File: src/rtl/scctl_defines.vh
// constants for the system control and interrupt capture block
// assumes a 20 MHz system clock and a classic wishbone register port
`ifndef SCCTL_DEFINES_VH
`define SCCTL_DEFINES_VH
`define SCC_CLK_HZ 20000000
`define SCC_TIMER_CLOCK_HZ 100000
`define SCC_TIMER_CLOCK_DIV (`SCC_CLK_HZ / `SCC_TIMER_CLOCK_HZ)
`define SCC_TB_RATIO 10
// register byte addresses
`define SCC_A_CTRL 8'h00
`define SCC_A_STAT 8'h04
`define SCC_A_CMD 8'h08
`define SCC_A_PIRQ 8'h0c
`define SCC_A_FAULT 8'h10
`define SCC_A_TMRA 8'h14
`define SCC_A_TMRB 8'h18
`define SCC_A_TGO 8'h1c
`define SCC_A_CONF 8'h20
// command bits (write 1 to act)
`define SCC_C_DMA_ENABLE_OUT_ON 0
`define SCC_C_DMA_ENABLE_OUT_OFF 1
`define SCC_C_ROM_ON 2
`define SCC_C_ROM_OFF 3
`define SCC_C_NPU_CLR 4
`define SCC_C_GO 5
`define SCC_C_BPT 6
`define SCC_C_INSTR_END 7
`define SCC_C_BIT_PASS 8
`define SCC_C_TMR_CLR 9
// fault, config and pending interrupt bits
`define SCC_CONF_CONSOLE 15
`define SCC_F_MPROT_MEM 0
`define SCC_F_MPROT_DMA 1
`define SCC_F_MPAR 2
`define SCC_F_PIOPAR 3
`define SCC_F_DMAPAR 4
`define SCC_PI_PWR 0
`define SCC_PI_MACH 1
`define SCC_PI_IO1 12
`define SCC_PI_IO2 14
`define SCC_PI_U0 2
`define SCC_PI_U1 8
`define SCC_PI_U2 10
`define SCC_PI_U3 11
`define SCC_PI_U4 13
`define SCC_PI_U5 15
`define SCC_CYC_LEN 5
`endif

File: src/rtl/scctl_sync.v
// one machine cycle generator: cycle_sync_n falls at the start of each cycle
// assumes a single clock; the fall is reported as a one-cycle pulse
`timescale 1ns/1ps
module scctl_sync #(
	parameter LEN = 5
) (
	// clock and reset
	input wire clk_i,
	input wire rst_i,
	// outputs
	output reg cycle_sync_n_o,
	output wire sync_fall_o
);
	reg [3:0] cnt_q;
	// pulse in the cycle whose edge drops cycle_sync_n
	assign sync_fall_o = (cnt_q == LEN[3:0] - 4'h1);
	always @(posedge clk_i) begin
		if (rst_i) begin
			cnt_q <= 4'h0;
			cycle_sync_n_o <= 1'b1;
		end else begin
			cnt_q <= sync_fall_o ? 4'h0 : cnt_q + 4'h1;
			cycle_sync_n_o <= ~sync_fall_o;
		end
	end
endmodule

File: src/rtl/scctl_div.v
// rate enable divider producing one-cycle pulses
// assumes a single clock and a synchronous enable input
`timescale 1ns/1ps
module scctl_div #(
	parameter DIV = 10,
	parameter W = 8
) (
	// clock and reset
	input wire clk_i,
	input wire rst_i,
	// enable in and pulse out
	input wire en_i,
	output wire tick_o
);
	reg [W-1:0] cnt_q;
	assign tick_o = en_i & (cnt_q == DIV[W-1:0] - {{(W-1){1'b0}}, 1'b1});
	always @(posedge clk_i) begin
		if (rst_i) begin
			cnt_q <= {W{1'b0}};
		end else if (en_i) begin
			cnt_q <= tick_o ? {W{1'b0}} : cnt_q + {{(W-1){1'b0}}, 1'b1};
		end
	end
endmodule

File: src/rtl/scctl_top.v
// system control, timers and interrupt capture of a 16-bit processor
// assumes inputs synchronous to clk_i; registers over classic wishbone
`timescale 1ns/1ps
`include "scctl_defines.vh"
module scctl_top #(
	parameter TIMER_CLOCK_DIV = `SCC_TIMER_CLOCK_DIV,
	parameter TB_RATIO = `SCC_TB_RATIO,
	parameter TO_LIMIT = 2
) (
	// clock and reset
	input wire clk_i,
	input wire rst_i,
	// wishbone slave
	input wire cyc_i,
	input wire stb_i,
	input wire we_i,
	input wire [7:0] adr_i,
	input wire [3:0] sel_i,
	input wire [31:0] dat_i,
	output reg [31:0] dat_o,
	output wire ack_o,
	// dma and hold
	input wire dma_request_n_i,
	input wire hold_request_n_i,
	output reg dma_grant_n_o,
	output reg dma_enable_out_o,
	output reg hold_grant_n_o,
	// bus driver control
	output wire bus_drive_oe_o,
	output wire control_direction_n_o,
	output wire data_direction_n_o,
	output wire cycle_sync_n_o,
	output wire instr_abort_o,
	// configuration register
	input wire [15:0] config_word_i,
	output reg config_read_strobe_n_o,
	// discretes
	output reg startup_rom_enable_o,
	output reg normal_powerup_o,
	output reg trigger_go_out_n_o,
	output reg bus_timeout_o,
	// timer inputs
	input wire trigger_go_clock_i,
	input wire timer_disable_n_i,
	input wire timeout_disable_n_i,
	input wire bus_ready_n_i,
	input wire dma_cycle_i,
	// interrupt and fault inputs
	input wire power_down_irq_n_i,
	input wire [5:0] user_irq_n_i,
	input wire io_irq_one_n_i,
	input wire io_irq_two_n_i,
	input wire mem_protect_err_n_i,
	input wire mem_parity_err_n_i,
	input wire pio_parity_err_n_i,
	input wire dma_parity_err_n_i
);
	localparam ST_RUN = 4'b0001;
	localparam ST_DMA = 4'b0010;
	localparam ST_HOLD = 4'b0100;
	localparam ST_BPTH = 4'b1000;
	localparam IN_CONF = 3'b001;
	localparam IN_BIT = 3'b010;
	localparam IN_DONE = 3'b100;

	reg [3:0] st_q;
	reg [2:0] init_q;
	reg ack_q;
	reg [15:0] conf_q;
	reg [15:0] pirq_q;
	reg [15:0] fault_q;
	reg [15:0] tmra_q;
	reg [15:0] tmrb_q;
	reg [15:0] tgo_q;
	reg hold_pend_q;
	reg bpt_low_q;
	reg trigger_go_clock_q;
	reg [1:0] to_q;
	reg [15:0] irq_set;
	wire sync_fall;
	wire tick_a;
	wire tick_b;
	wire run_tmr;
	wire wr;
	wire [15:0] cmd;
	wire mprot;
	wire bpt_console;

	// one word per register; ack answers one cycle after the strobe
	assign wr = cyc_i & stb_i & we_i & ~ack_q & sel_i[0];
	assign ack_o = ack_q;
	assign cmd = (wr && adr_i == `SCC_A_CMD) ? dat_i[15:0] : 16'h0000;
	assign run_tmr = timer_disable_n_i;
	assign mprot = ~mem_protect_err_n_i;
	// decided on the fresh word, never on the one latched at start-up
	assign bpt_console = ~config_read_strobe_n_o &
		~config_word_i[`SCC_CONF_CONSOLE];

	scctl_sync #(
		.LEN(`SCC_CYC_LEN)
	) u_sync (
		.clk_i(clk_i),
		.rst_i(rst_i),
		.cycle_sync_n_o(cycle_sync_n_o),
		.sync_fall_o(sync_fall)
	);

	// timer clock derived from the system clock
	scctl_div #(
		.DIV(TIMER_CLOCK_DIV),
		.W(8)
	) u_div_a (
		.clk_i(clk_i),
		.rst_i(rst_i),
		.en_i(run_tmr),
		.tick_o(tick_a)
	);

	scctl_div #(
		.DIV(TB_RATIO),
		.W(4)
	) u_div_b (
		.clk_i(clk_i),
		.rst_i(rst_i | cmd[`SCC_C_TMR_CLR]),
		.en_i(tick_a),
		.tick_o(tick_b)
	);

	// bus drivers float whenever another party owns the bus
	assign bus_drive_oe_o = st_q == ST_RUN;
	assign control_direction_n_o = st_q == ST_RUN;
	// direction low while granted or reading the configuration word
	assign data_direction_n_o = (st_q == ST_RUN) &
		config_read_strobe_n_o;
	assign instr_abort_o = sync_fall & mprot & ~dma_cycle_i;

	// ownership state machine
	always @(posedge clk_i) begin
		if (rst_i) begin
			st_q <= ST_RUN;
			dma_grant_n_o <= 1'b1;
			hold_grant_n_o <= 1'b1;
			hold_pend_q <= 1'b0;
			bpt_low_q <= 1'b0;
		end else begin
			// request seen now is served at the next instruction end
			if (~hold_request_n_i) begin
				hold_pend_q <= 1'b1;
			end
			case (st_q)
			ST_RUN: begin
				if (init_q == IN_DONE && sync_fall && dma_enable_out_o &&
					run_tmr && ~dma_request_n_i) begin
					st_q <= ST_DMA;
					dma_grant_n_o <= 1'b0;
				end else if (init_q == IN_DONE && cmd[`SCC_C_INSTR_END] &&
					(hold_pend_q | ~hold_request_n_i)) begin
					st_q <= ST_HOLD;
					hold_grant_n_o <= 1'b0;
				end else if (init_q == IN_DONE && bpt_console) begin
					st_q <= ST_BPTH;
					bpt_low_q <= 1'b0;
					hold_grant_n_o <= 1'b0;
				end
			end
			ST_DMA: begin
				if (dma_request_n_i || !run_tmr) begin
					st_q <= ST_RUN;
					dma_grant_n_o <= 1'b1;
				end
			end
			ST_HOLD: begin
				if (hold_request_n_i) begin
					st_q <= ST_RUN;
					hold_pend_q <= 1'b0;
					hold_grant_n_o <= 1'b1;
				end
			end
			ST_BPTH: begin
				// needs a fresh low then high on the request
				if (~hold_request_n_i) begin
					bpt_low_q <= 1'b1;
				end else if (bpt_low_q) begin
					st_q <= ST_RUN;
					hold_pend_q <= 1'b0;
					hold_grant_n_o <= 1'b1;
				end
			end
			default: begin
				st_q <= ST_RUN;
			end
			endcase
		end
	end

	// initialisation: config read, self-test, then run
	always @(posedge clk_i) begin
		if (rst_i) begin
			init_q <= IN_CONF;
			config_read_strobe_n_o <= 1'b1;
			conf_q <= 16'hffff;
			startup_rom_enable_o <= 1'b0;
			normal_powerup_o <= 1'b0;
			dma_enable_out_o <= 1'b0;
		end else begin
			config_read_strobe_n_o <= 1'b1;
			case (init_q)
			IN_CONF: begin
				if (config_read_strobe_n_o) begin
					config_read_strobe_n_o <= 1'b0;
				end else begin
					// low bits are not used by the block
					conf_q <= {config_word_i[15:12], 12'h000};
					init_q <= IN_BIT;
				end
			end
			IN_BIT: begin
				normal_powerup_o <= 1'b0;
				startup_rom_enable_o <= 1'b1;
				init_q <= IN_DONE;
			end
			IN_DONE: begin
				if (cmd[`SCC_C_BPT]) begin
					config_read_strobe_n_o <= 1'b0;
				end
				if (!config_read_strobe_n_o) begin
					conf_q <= {config_word_i[15:12], 12'h000};
				end
			end
			default: begin
				init_q <= IN_CONF;
			end
			endcase
			// only the self-test pass may raise it
			if (cmd[`SCC_C_NPU_CLR]) begin
				normal_powerup_o <= 1'b0;
			end else if (cmd[`SCC_C_BIT_PASS] && init_q == IN_DONE) begin
				normal_powerup_o <= 1'b1;
			end
			if (cmd[`SCC_C_ROM_OFF]) begin
				startup_rom_enable_o <= 1'b0;
			end else if (cmd[`SCC_C_ROM_ON]) begin
				startup_rom_enable_o <= 1'b1;
			end
			if (!run_tmr || cmd[`SCC_C_DMA_ENABLE_OUT_OFF]) begin
				dma_enable_out_o <= 1'b0;
			end else if (cmd[`SCC_C_DMA_ENABLE_OUT_ON]) begin
				dma_enable_out_o <= 1'b1;
			end
		end
	end

	// timers; trigger-go clock edges counted on the rising edge
	always @(posedge clk_i) begin
		if (rst_i) begin
			tmra_q <= 16'h0000;
			tmrb_q <= 16'h0000;
			tgo_q <= 16'h0000;
			trigger_go_clock_q <= 1'b0;
			trigger_go_out_n_o <= 1'b1;
		end else begin
			trigger_go_clock_q <= trigger_go_clock_i;
			if (cmd[`SCC_C_TMR_CLR]) begin
				tmra_q <= 16'h0000;
				tmrb_q <= 16'h0000;
			end else begin
				if (tick_a) begin
					tmra_q <= tmra_q + 16'h0001;
				end
				if (tick_b) begin
					tmrb_q <= tmrb_q + 16'h0001;
				end
			end
			if (cmd[`SCC_C_GO]) begin
				tgo_q <= 16'h0000;
				trigger_go_out_n_o <= 1'b1;
			end else if (run_tmr && trigger_go_clock_i && !trigger_go_clock_q) begin
				tgo_q <= tgo_q + 16'h0001;
				if (tgo_q == 16'hffff) begin
					trigger_go_out_n_o <= 1'b0;
				end
			end
		end
	end

	// bus fault timer: ready held high over two timer ticks
	always @(posedge clk_i) begin
		if (rst_i || !timeout_disable_n_i) begin
			to_q <= 2'b00;
			bus_timeout_o <= 1'b0;
		end else if (bus_ready_n_i) begin
			if (tick_a && to_q != TO_LIMIT[1:0]) begin
				to_q <= to_q + 2'b01;
			end
			bus_timeout_o <= to_q == TO_LIMIT[1:0];
		end else begin
			to_q <= 2'b00;
			bus_timeout_o <= 1'b0;
		end
	end

	// capture set terms, sampled at the cycle sync fall
	always @* begin
		irq_set = 16'h0000;
		if (sync_fall) begin
			irq_set[`SCC_PI_PWR] = ~power_down_irq_n_i;
			irq_set[`SCC_PI_U0] = ~user_irq_n_i[0];
			irq_set[`SCC_PI_U1] = ~user_irq_n_i[1];
			irq_set[`SCC_PI_U2] = ~user_irq_n_i[2];
			irq_set[`SCC_PI_U3] = ~user_irq_n_i[3];
			irq_set[`SCC_PI_U4] = ~user_irq_n_i[4];
			irq_set[`SCC_PI_U5] = ~user_irq_n_i[5];
			irq_set[`SCC_PI_IO1] = ~io_irq_one_n_i;
			irq_set[`SCC_PI_IO2] = ~io_irq_two_n_i;
			irq_set[`SCC_PI_MACH] = mprot | ~mem_parity_err_n_i |
				~pio_parity_err_n_i | ~dma_parity_err_n_i;
		end
	end

	// sticky registers; set beats a same-cycle clear
	always @(posedge clk_i) begin
		if (rst_i) begin
			pirq_q <= 16'h0000;
			fault_q <= 16'h0000;
			ack_q <= 1'b0;
			dat_o <= 32'h00000000;
		end else begin
			ack_q <= cyc_i & stb_i & ~ack_q;
			if (wr && adr_i == `SCC_A_PIRQ) begin
				pirq_q <= (pirq_q & ~dat_i[15:0]) | irq_set;
			end else begin
				pirq_q <= pirq_q | irq_set;
			end
			if (wr && adr_i == `SCC_A_FAULT) begin
				fault_q <= fault_q & ~dat_i[15:0];
			end
			if (sync_fall) begin
				if (mprot && !dma_cycle_i) begin
					fault_q[`SCC_F_MPROT_MEM] <= 1'b1;
				end
				if (mprot && dma_cycle_i) begin
					fault_q[`SCC_F_MPROT_DMA] <= 1'b1;
				end
				if (!mem_parity_err_n_i) begin
					fault_q[`SCC_F_MPAR] <= 1'b1;
				end
				if (!pio_parity_err_n_i) begin
					fault_q[`SCC_F_PIOPAR] <= 1'b1;
				end
				if (!dma_parity_err_n_i) begin
					fault_q[`SCC_F_DMAPAR] <= 1'b1;
				end
			end
			dat_o <= 32'h00000000;
			if (adr_i == `SCC_A_CTRL) begin
				dat_o[2:0] <= {normal_powerup_o, startup_rom_enable_o,
					dma_enable_out_o};
			end else if (adr_i == `SCC_A_STAT) begin
				dat_o[10:0] <= {trigger_go_out_n_o, bus_timeout_o,
					hold_grant_n_o, dma_grant_n_o, init_q, st_q};
			end else if (adr_i == `SCC_A_PIRQ) begin
				dat_o[15:0] <= pirq_q;
			end else if (adr_i == `SCC_A_FAULT) begin
				dat_o[15:0] <= fault_q;
			end else if (adr_i == `SCC_A_TMRA) begin
				dat_o[15:0] <= tmra_q;
			end else if (adr_i == `SCC_A_TMRB) begin
				dat_o[15:0] <= tmrb_q;
			end else if (adr_i == `SCC_A_TGO) begin
				dat_o[15:0] <= tgo_q;
			end else if (adr_i == `SCC_A_CONF) begin
				dat_o[15:0] <= conf_q;
			end
		end
	end
endmodule

File: config.mk
export PLATFORM = sky130hd
export DESIGN_NAME = scctl_top
export DESIGN_NICKNAME = d
export VERILOG_FILES = /design/src/rtl/scctl_sync.v /design/src/rtl/scctl_div.v /design/src/rtl/scctl_top.v
export VERILOG_INCLUDE_DIRS = /design/src /design/src/rtl
export SDC_FILE = /design/constraint.sdc
export NUM_CORES = 1
export LEC_CHECK = 0
export ABC_AREA = 1
export ABC_CLOCK_PERIOD_IN_PS = 3680
export BUFFER_PORTS_ARGS = -buffer_cell sky130_fd_sc_hd__buf_2
export CAP_MARGIN = 10
export CORE_ASPECT_RATIO = 0.8
export CORE_MARGIN = 2
export CORE_UTILIZATION = 34
export DETAILED_ROUTE_END_ITERATION = 8
export MAX_ROUTING_LAYER = met4
export PLACE_DENSITY_LB_ADDON = 0.2
export SYNTH_ARGS = -nofsm -noshare
export SYNTH_HDL_FRONTEND = slang
export SYNTH_SLANG_ARGS = --single-unit
File: constraint.sdc
create_clock -name clk_i -period 3.68 [get_ports clk_i]
set_clock_uncertainty 0.1 [all_clocks]
set_input_delay 0.736 -clock clk_i [delete_from_list [all_inputs] [get_ports clk_i]]
set_output_delay 0.736 -clock clk_i [all_outputs]
set_load 0.01 [all_outputs]
==> summary.md, run 1 <==
| Metric | Value |
|---|---|
| Ys async rst share | 0 |
| Ant. Diodes | 0 |
| Pins Over Slew Limit | 0 |
| Worst-path clk slew | 0.07 ns |
| Leakage power | 0.00370 uW |
| Global-route wire length before repair | 33.0 mm |
| Critical path type | flip-flop to output pin |
| Period minus WS final | 2.44 ns |
| Routed WL | 20.2 mm |
| Critical path depth | 5 |
| CTS max path bufs | 2 |
| CP Launch Type | flip-flop |
| Post-synth top area cell | dfxtp_1 |
| GRT Total Usage | 0.191 |
| Synth Flop Type | dfxtp_1 |
| Status | completed |
| Worst-path cell chain | inv_1 -> ha_1 -> nand3_1 -> nor3_1 -> buf_2 |
| Fin Setup TNS | 0 ns |
| PortBufs | 83 |
| Root buffer cell | clkbuf_16 |
| Buf/Inv on CP | 2 |
| Cell variety after synth | 42 |
| Clk Latency, worst-skew pair | 0.42 ns |
| Yosys reg bits | 139 |
| Detail Route Antenna Nets | 0 |
| Hold Vio Cnt, Final | 0 |
| Slew margin rel. | 0.497 |
| Synth area leaders | dfxtp_1 (38%), nand2_1 (13%), inv_1 (7.2%), nand3_1 (7.2%), nor2_1 (5.8%) |
| Die footprint | 22500 um2 |
| Hold depth | 1 |
| Fmax | 409 MHz |
| Area delta synth->final | 15.9% |
| DR WL/cell | 14.2 um |
| Seq/Total Area, Yosys | 0.385 |
| Final setup viols | 0 |
| Vias per cell | 4.74 |
| Initial antenna violation count | 0 |
| Clock sink count | 139 |
| H-tree Lvls | 4 |
| FP Rows | 47 |
| Pwr Density | 437 nW/um2 |
| Number of CTS-inserted buffers | 17 |
| Final worst slack | 1.24 ns |
| Post-CTS Setup Inserts | 0 |
| Vias in the first global route | 6269 |
| Synthesis Warnings | 0 |
| RSZ-0062 raised after global routing | false |
| Mapped Cells | 1058 |
| Die Ht | 134 um |
| Overflow left after global routing | 0 |
| I/O pin count | 131 |
| Mapped Avg Cell Area | 6.84 um2 |
| DRT Pass-1 Iters | 5 |
| Worst path top cell family by delay | simple AND/OR/NAND/NOR gates |
| # nets final | 1233 |
| Hold crit path type | flip-flop to flip-flop |
| GPL Wtd Cong | 0.894 |
| Max-cap violations | 0 |
| Final Cycle Share | 0.664 |
| Crit. End Element | output pin |
| DR vias | 6730 |
| VDD IR-drop max | 0.000308 V |
| Slew at the pin closest to its max-slew limit | 0.754 ns |
| Pwr Total | 3660 uW |
| CTS Hold Bufs | 0 |
| Post-DP HPWL | 15.5 mm |
| Critical Path RT | 2.84 ns |
| Layout cells sized above 1 | 0.142 |
| DRC | 0 |
| # resized after CTS | 0 |
| Largest net degree at the start of global routing | 33 |
| Worst reg2reg path depth | 8 |
| CTS tree | built |
| Netlist Area Pre-Place | 7230 um2 |
| Die Wd | 167 um |
| CORE AREA | 20800 um2 |
| Arr. time, crit path | 1.61 ns |
| Filler cells | 2190 |
| Number of enable flip-flop cells after synthesis | 0 |
| Max FO, Critical Path | 7 |
| Slowest stage delay, CP | 0.33 ns |
| Place WS | 0.914 ns |
| Initial DRC count | 403 |
| Starting Density | 0.348 |
| Post-synth top area share | 0.385 |
| CP max stage cell | dfxtp_1 |
[path summary, 6_finish.rpt]
check / start / end / slack (ns)
worst max-delay path: u_sync.cnt_q[0] / instr_abort_o / 1.24
worst max register to register: ack_o / u_div_b.cnt_q[2] / 1.65
worst min-delay path: to_q[0] / to_q[0] / 0.35
worst min register to register: to_q[0] / to_q[0] / 0.35
[through the flow]
step	cell area, um2	utilization	std cells	hold WS (ns)
floorplan	7290	-	1073	0.319
global placement	7800	0.376	1389	0.332
detailed placement	7800	0.376	1389	0.339
CTS	8380	0.404	1421	0.355
global route	8380	0.404	1421	0.372
finish	8380	0.404	1421	0.347
[cell type report]
class / count / area (um2) / share of cell area
Clock buffer: 20 / 467 / 0.0557
Sequential cell: 139 / 2780 / 0.332
Tap cell: 269 / 337 / 0.0402
Timing Repair Buffer: 91 / 475 / 0.0567
Inverter: 146 / 548 / 0.0654
Multi-Input combinational cell: 744 / 3660 / 0.436
Clock inverter: 12 / 114 / 0.0136
[synth_stat cells, types with 5 or more instances]
cell type  number
o21ai_0        34
nand3_1       104
ha_1            9
clkbuf_1        5
buf_2           7
o211ai_1       11
nand2_1       256
nand4_1        24
inv_2           7
xor2_1         20
a21oi_1        61
nor2_1        112
nor2_2         11
nor3_1         36
inv_1         139
dfxtp_1       139
buf_4          28
[per-layer routing]
metal,track usage,vias up,part of all wire
met3,0.0299,20,0.051
met2,0.291,165,0.43
li1,-,3533,-
met5,-,-,0
met1,0.266,3012,0.51
met4,0.0474,0,0.012
[sequential cells by signal, indices dropped and copies added, names as in the netlist, 2 cells and up]
register       flops
tmrb_q            16
pirq_q            16
to_q               2
u_div_a.cnt_q      8
st_q               4
conf_q             5
u_sync.cnt_q       4
fault_q           16
dat_o             16
init_q             3
u_div_b.cnt_q      4
tmra_q            16
tgo_q             16
[cell usage in the layout (no fill, tap or decap), drive strengths merged]
cell	Yosys	layout
o211a	1	1
o211ai	11	11
nand2	262	262
nand3	108	108
o21ai	37	37
ha	9	9
and3	4	4
clkinv	0	5
buf	39	91
nor3b	4	4
xor2	20	20
xnor2	4	4
and2	1	1
o2111ai	4	4
bufinv	0	1
nand3b	5	5
conb	1	16
clkinvlp	0	4
nand4	24	24
nor3	38	38
or2	3	3
nor2	128	128
clkbuf	5	20
o22ai	3	3
a21oi	61	61
dfxtp	139	139
a31oi	1	1
inv	146	148
[power breakdown]
| group | switching [uW] | internal [uW] |
|---|---|---|
| Combinational | 249 | 130 |
| Sequential | 46.2 | 1560 |
| Clock | 690 | 988 |
[cells by family (layout without fill, tap and decap cells)]
group,Yosys count,after routing,share of synthesized area
xor+xnor,24,24,0.0291
fa+ha+maj,9,9,0.0156
flops,139,139,0.385
other cells,1,16,0.000518
buf+inv,190,269,0.117
compound gates,118,118,0.0899
simple gates,577,577,0.363
No activity file was read; power rests on OpenSTA's default activity.
==> run 2, diff against run 1 <==
--- a/config.mk
+++ b/config.mk
@@ -7,7 +7,7 @@
 export NUM_CORES = 1
 export LEC_CHECK = 0
 export ABC_AREA = 1
-export ABC_CLOCK_PERIOD_IN_PS = 3680
+export ABC_CLOCK_PERIOD_IN_PS = 2200
 export BUFFER_PORTS_ARGS = -buffer_cell sky130_fd_sc_hd__buf_2
 export CAP_MARGIN = 10
 export CORE_ASPECT_RATIO = 0.8
==> constraint.sdc (replaced) <==
create_clock -name clk_i -period 2.2 [get_ports clk_i]
set_clock_uncertainty 0.1 [all_clocks]
set_input_delay 0.44 -clock clk_i [delete_from_list [all_inputs] [get_ports clk_i]]
set_output_delay 0.44 -clock clk_i [all_outputs]
set_load 0.01 [all_outputs]
==> summary.md, run 2 (same netlist as run 1, synthesis figures left out) <==
| Metric | Value |
|---|---|
| Status | completed |
| Ant. Diodes | 0 |
| DRC | 0 |
| VDD IR-drop max | 0.000454 V |
| Core Util, Final | 0.413 |
| GRT Total Usage | 0.193 |
| CORE AREA | 20800 um2 |
| Worst reg2reg path depth | 7 |
| I/O pin count | 131 |
| Worst-path clk slew | 0.07 ns |
| Clk Latency, worst-skew pair | 0.43 ns |
| Period minus WS final | 2.01 ns |
| DR WL/cell | 14.3 um |
| CP Launch Type | flip-flop |
| Vias per cell | 4.74 |
| Initial DRC count | 462 |
| RSZ-0062 raised after global routing | false |
| Starting Density | 0.348 |
| Detail Route Antenna Nets | 0 |
| Critical path type | flip-flop to output pin |
| CP max stage cell | dfxtp_1 |
| Most frequent cells in the layout | nand2_1 (256), inv_1 (139), dfxtp_1 (139) |
| Critical Path Start | st_q[3] |
| Vias in the first global route | 6302 |
| Slew margin rel. | 0.659 |
| Slew at the pin closest to its max-slew limit | 0.510 ns |
| Overflow left after global routing | 0 |
| Max FO, Critical Path | 6 |
| Largest net degree at the start of global routing | 23 |
| Hold Crit Start | user_irq_n_i[5] |
| Area delta synth->final | 18.6% |
| Fin Setup TNS | 0 ns |
| # nets final | 1251 |
| Die Wd | 167 um |
| Initial antenna violation count | 1 |
| Reg2reg setup slack | 0.33 ns |
| Worst path top cell family by delay | flip-flops |
| Most common cell after layout, fill and taps aside | nand2_1 |
| Hold depth | 2 |
| DRT Pass-1 Iters | 5 |
| CTS Hold Bufs | 0 |
| Filler cells | 2195 |
| Post-DP HPWL | 15.8 mm |
| FP Rows | 47 |
| Fmax | 496 MHz |
| Inst Count DP | 1407 |
| Final setup viols | 0 |
| Reg-to-Reg End | tmrb_q[10] |
| Hold crit path type | primary input to flip-flop |
| GPL Wtd Cong | 0.858 |
| Die Ht | 134 um |
| Post-CTS Setup Inserts | 0 |
| Worst-path cell chain | nor2_2 -> nand3_2 -> inv_1 -> buf_2 |
| Hold Slack | 0.0973 ns |
| Layout cells sized above 1 | 0.157 |
| Final Cycle Share | 0.916 |
| PortBufs | 83 |
| CTS max path bufs | 2 |
| Hold Path End | pirq_q[15] |
| Number of CTS-inserted buffers | 17 |
| Buf/Inv on CP | 2 |
| R2r startpoint | tmrb_q[0] |
| Root buffer cell | clkbuf_16 |
| Filler-free cell count of the finished design | 1439 |
| Routed WL | 20.5 mm |
| Global-route wire length before repair | 33.4 mm |
| Crit. End Element | output pin |
| CTS tree | built |
| Hold Vio Cnt, Final | 0 |
| Die footprint | 22500 um2 |
| H-tree Lvls | 4 |
| Pins Over Slew Limit | 0 |
| Clock sink count | 139 |
| DR vias | 6828 |
| Pwr Density | 739 nW/um2 |
| Leakage power | 0.00382 uW |
| Max-cap violations | 0 |
| Critical Path RT | 1.66 ns |
| Arr. time, crit path | 1.47 ns |
| Slowest stage delay, CP | 0.38 ns |
==> run 2: metal layers <==
metal	vias up	routed length (um)	global-route usage	part of all wire
met5	-	0	-	0
met3	15	952	0.0308	0.046
met2	180	8900	0.287	0.43
met1	3065	10500	0.276	0.51
met4	0	182	0.0469	0.0089
li1	3568	-	-	-
==> run 2: worst max-delay path by stage <==
stage          cells after the start               end
6_report                           4    bus_drive_oe_o
5_1_grt                            5     instr_abort_o
4_1_cts                            5     instr_abort_o
3_5_place_dp                       9  u_div_b.cnt_q[2]
3_3_place_gp                       9  u_div_b.cnt_q[2]
2_1_floorplan                      8         pirq_q[2]
==> run 2: where the power goes <==
| group | switching [uW] | internal, uW | leakage, uW |
|---|---|---|---|
| Clock | 1260 | 1750 | 0.000296 |
| Sequential | 76.7 | 2610 | 0.00112 |
| Combinational | 417 | 230 | 0.00240 |
==> run 2: what timing repair did <==
action	4_1_cts	5_1_grt
resized for setup	0	2
hold endpoints to repair	0	0
setup endpoints to repair	0	1
==> run 2: final cells by class <==
class                      instances  area (um2)  share of cell area
sequential                       139        2780               0.324
inverter                         146         548              0.0639
tap                              269         337              0.0392
clock inverter                    14         173              0.0201
clock buffer                      18         439              0.0512
multi-input combinational        744        3670               0.427
timing repair buffer             109         636              0.0741
==> run 2: per-stage QoR <==
| step | instance area (um2) | power [uW] | setup WS (ns) |
|---|---|---|---|
| after detailed placement | 7960 | 3370 | 0.142 |
| after floorplan | 7290 | 3180 | 0.612 |
| after CTS | 8570 | 6390 | 0.0227 |
| final | 8580 | 6340 | 0.185 |
| after global placement | 7960 | 3380 | 0.157 |
| after global routing | 8580 | 6610 | 0.0450 |
==> run 3, diff against run 2 <==
--- a/config.mk
+++ b/config.mk
@@ -8,7 +8,7 @@
 export LEC_CHECK = 0
 export ABC_AREA = 1
 export ABC_CLOCK_PERIOD_IN_PS = 2200
-export BUFFER_PORTS_ARGS = -buffer_cell sky130_fd_sc_hd__buf_2
+export BUFFER_PORTS_ARGS = -buffer_cell sky130_fd_sc_hd__clkbuf_2
 export CAP_MARGIN = 10
 export CORE_ASPECT_RATIO = 0.8
 export CORE_MARGIN = 2
@@ -16,6 +16,8 @@
 export DETAILED_ROUTE_END_ITERATION = 8
 export MAX_ROUTING_LAYER = met4
 export PLACE_DENSITY_LB_ADDON = 0.2
+export SETUP_SLACK_MARGIN = 0.02
+export SKIP_CTS_REPAIR_TIMING = 1
 export SYNTH_ARGS = -nofsm -noshare
 export SYNTH_HDL_FRONTEND = slang
 export SYNTH_SLANG_ARGS = --single-unit
==> summary.md, run 3 (same netlist as run 1, synthesis figures left out) <==
| Metric | Value |
|---|---|
| Leakage power | 0.00378 uW |
| CP Launch Type | flip-flop |
| DR vias | 6824 |
| Die Ht | 134 um |
| Die Wd | 167 um |
| Placed cell areas | 7950 um2 |
| DRC | 0 |
| DR WL/cell | 14.2 um |
| Clk Latency, worst-skew pair | 0.43 ns |
| Worst-path clk slew | 0.07 ns |
| Die footprint | 22500 um2 |
| Max-cap violations | 0 |
| Most common cell after layout, fill and taps aside | nand2_1 |
| Layout cells sized above 1 | 0.154 |
| I/O pin count | 131 |
| Fin Setup TNS | 0 ns |
| Largest net degree at the start of global routing | 38 |
| Critical path type | flip-flop to output pin |
| Initial antenna violation count | 0 |
| Ant. Diodes | 0 |
| GRT Total Usage | 0.192 |
| Slew at the pin closest to its max-slew limit | 0.541 ns |
| Clock sink count | 139 |
| Initial DRC count | 462 |
| CORE AREA | 20800 um2 |
| Hold Slack | 0.0984 ns |
| CTS max path bufs | 2 |
| Period minus WS final | 2.02 ns |
| Pwr Density | 719 nW/um2 |
| Root buffer cell | clkbuf_16 |
| Hold Vio Cnt, Final | 0 |
| Global-route wire length before repair | 33.3 mm |
| Final instance area | 8520 um2 |
| VDD IR-drop max | 0.000417 V |
| Vias per cell | 4.75 |
| Filler-free cell count of the finished design | 1437 |
| Most frequent cells in the layout | nand2_1 (256), inv_1 (139), dfxtp_1 (139) |
| Final Cycle Share | 0.917 |
| Number of CTS-inserted buffers | 17 |
| Area delta synth->final | 17.7% |
| Status | completed |
| Inst Count DP | 1405 |
| Core Util, Final | 0.410 |
| GPL Wtd Cong | 0.901 |
| Overflow left after global routing | 0 |
| Fmax | 496 MHz |
| FP Rows | 47 |
| Routed WL | 20.4 mm |
| DRT Pass-1 Iters | 5 |
| # nets final | 1249 |
| Pins Over Slew Limit | 0 |
| Slew margin rel. | 0.638 |
| Starting Density | 0.348 |
| H-tree Lvls | 4 |
| Crit. End Element | output pin |
| CTS tree | built |
| Arr. time, crit path | 1.48 ns |
| Max FO, Critical Path | 7 |
| Vias in the first global route | 6339 |
| PortBufs | 83 |
| Final setup viols | 0 |
| Post-DP HPWL | 15.8 mm |
| Hold crit path type | primary input to flip-flop |
| Detail Route Antenna Nets | 0 |
| Critical Path RT | 1.66 ns |
| RSZ-0062 raised after global routing | false |
## run 3: cell count changes in the layout (fill, tap and decap cells not counted)
cell,previous run,this run
clkinv_2,0,1
inv_6,4,8
clkbuf_2,0,83
clkbuf_1,0,2
clkbuf_8,1,0
bufinv_16,2,1
buf_2,83,0
buf_4,24,22
inv_8,4,0
clkinv_4,2,1
## run 3: final cells by class
type	count	area, um2
fillers	2203	12200
multi-input cells	744	3670
flip-flops and latches	139	2780
repair buffers	107	621
inverters	146	548
clock buffers	19	433
well taps	269	337
clock inverters	13	129
## run 3: final timing paths
path,startpoint,to,slack [ns],cells past startpoint
hold reg to reg,conf_q[11],conf_q[11],0.35,2
setup / recovery,u_sync.cnt_q[0],instr_abort_o,0.18,5
setup reg to reg,tmrb_q[0],tmrb_q[10],0.37,7
hold / removal,user_irq_n_i[5],pirq_q[15],0.1,2
## run 3: per-layer routing
metal / GRT usage / share of wire / vias up
met1: 0.274 / 0.52 / 3110
met3: 0.0290 / 0.038 / 18
met4: 0.0541 / 0.012 / 0
li1: - / - / 3560
met2: 0.282 / 0.43 / 136
met5: - / 0 / -
## run 3: critical path, cell delays in order (launching register included)
cell and delay [ns]:
dfxtp_1 0.34, inv_1 0.06, ha_1 0.16, nand3_2 0.16, nor3_2 0.17, clkbuf_2 0.16
## run 3: through the flow
stage / worst slack [ns] / total power [uW]
global route: 0.0260 / 6400
floorplan: 0.612 / 3180
detailed placement: 0.118 / 3380
CTS: 0.00334 / 6180
finish: 0.183 / 6130
global placement: 0.145 / 3380
## run 3: power breakdown
group | switching, uW | total, uW | internal [uW]
Combinational | 414 | 642 | 228
Sequential | 75.2 | 2680 | 2610
Clock | 1220 | 2800 | 1580
Total | 1710 | 6130 | 4420
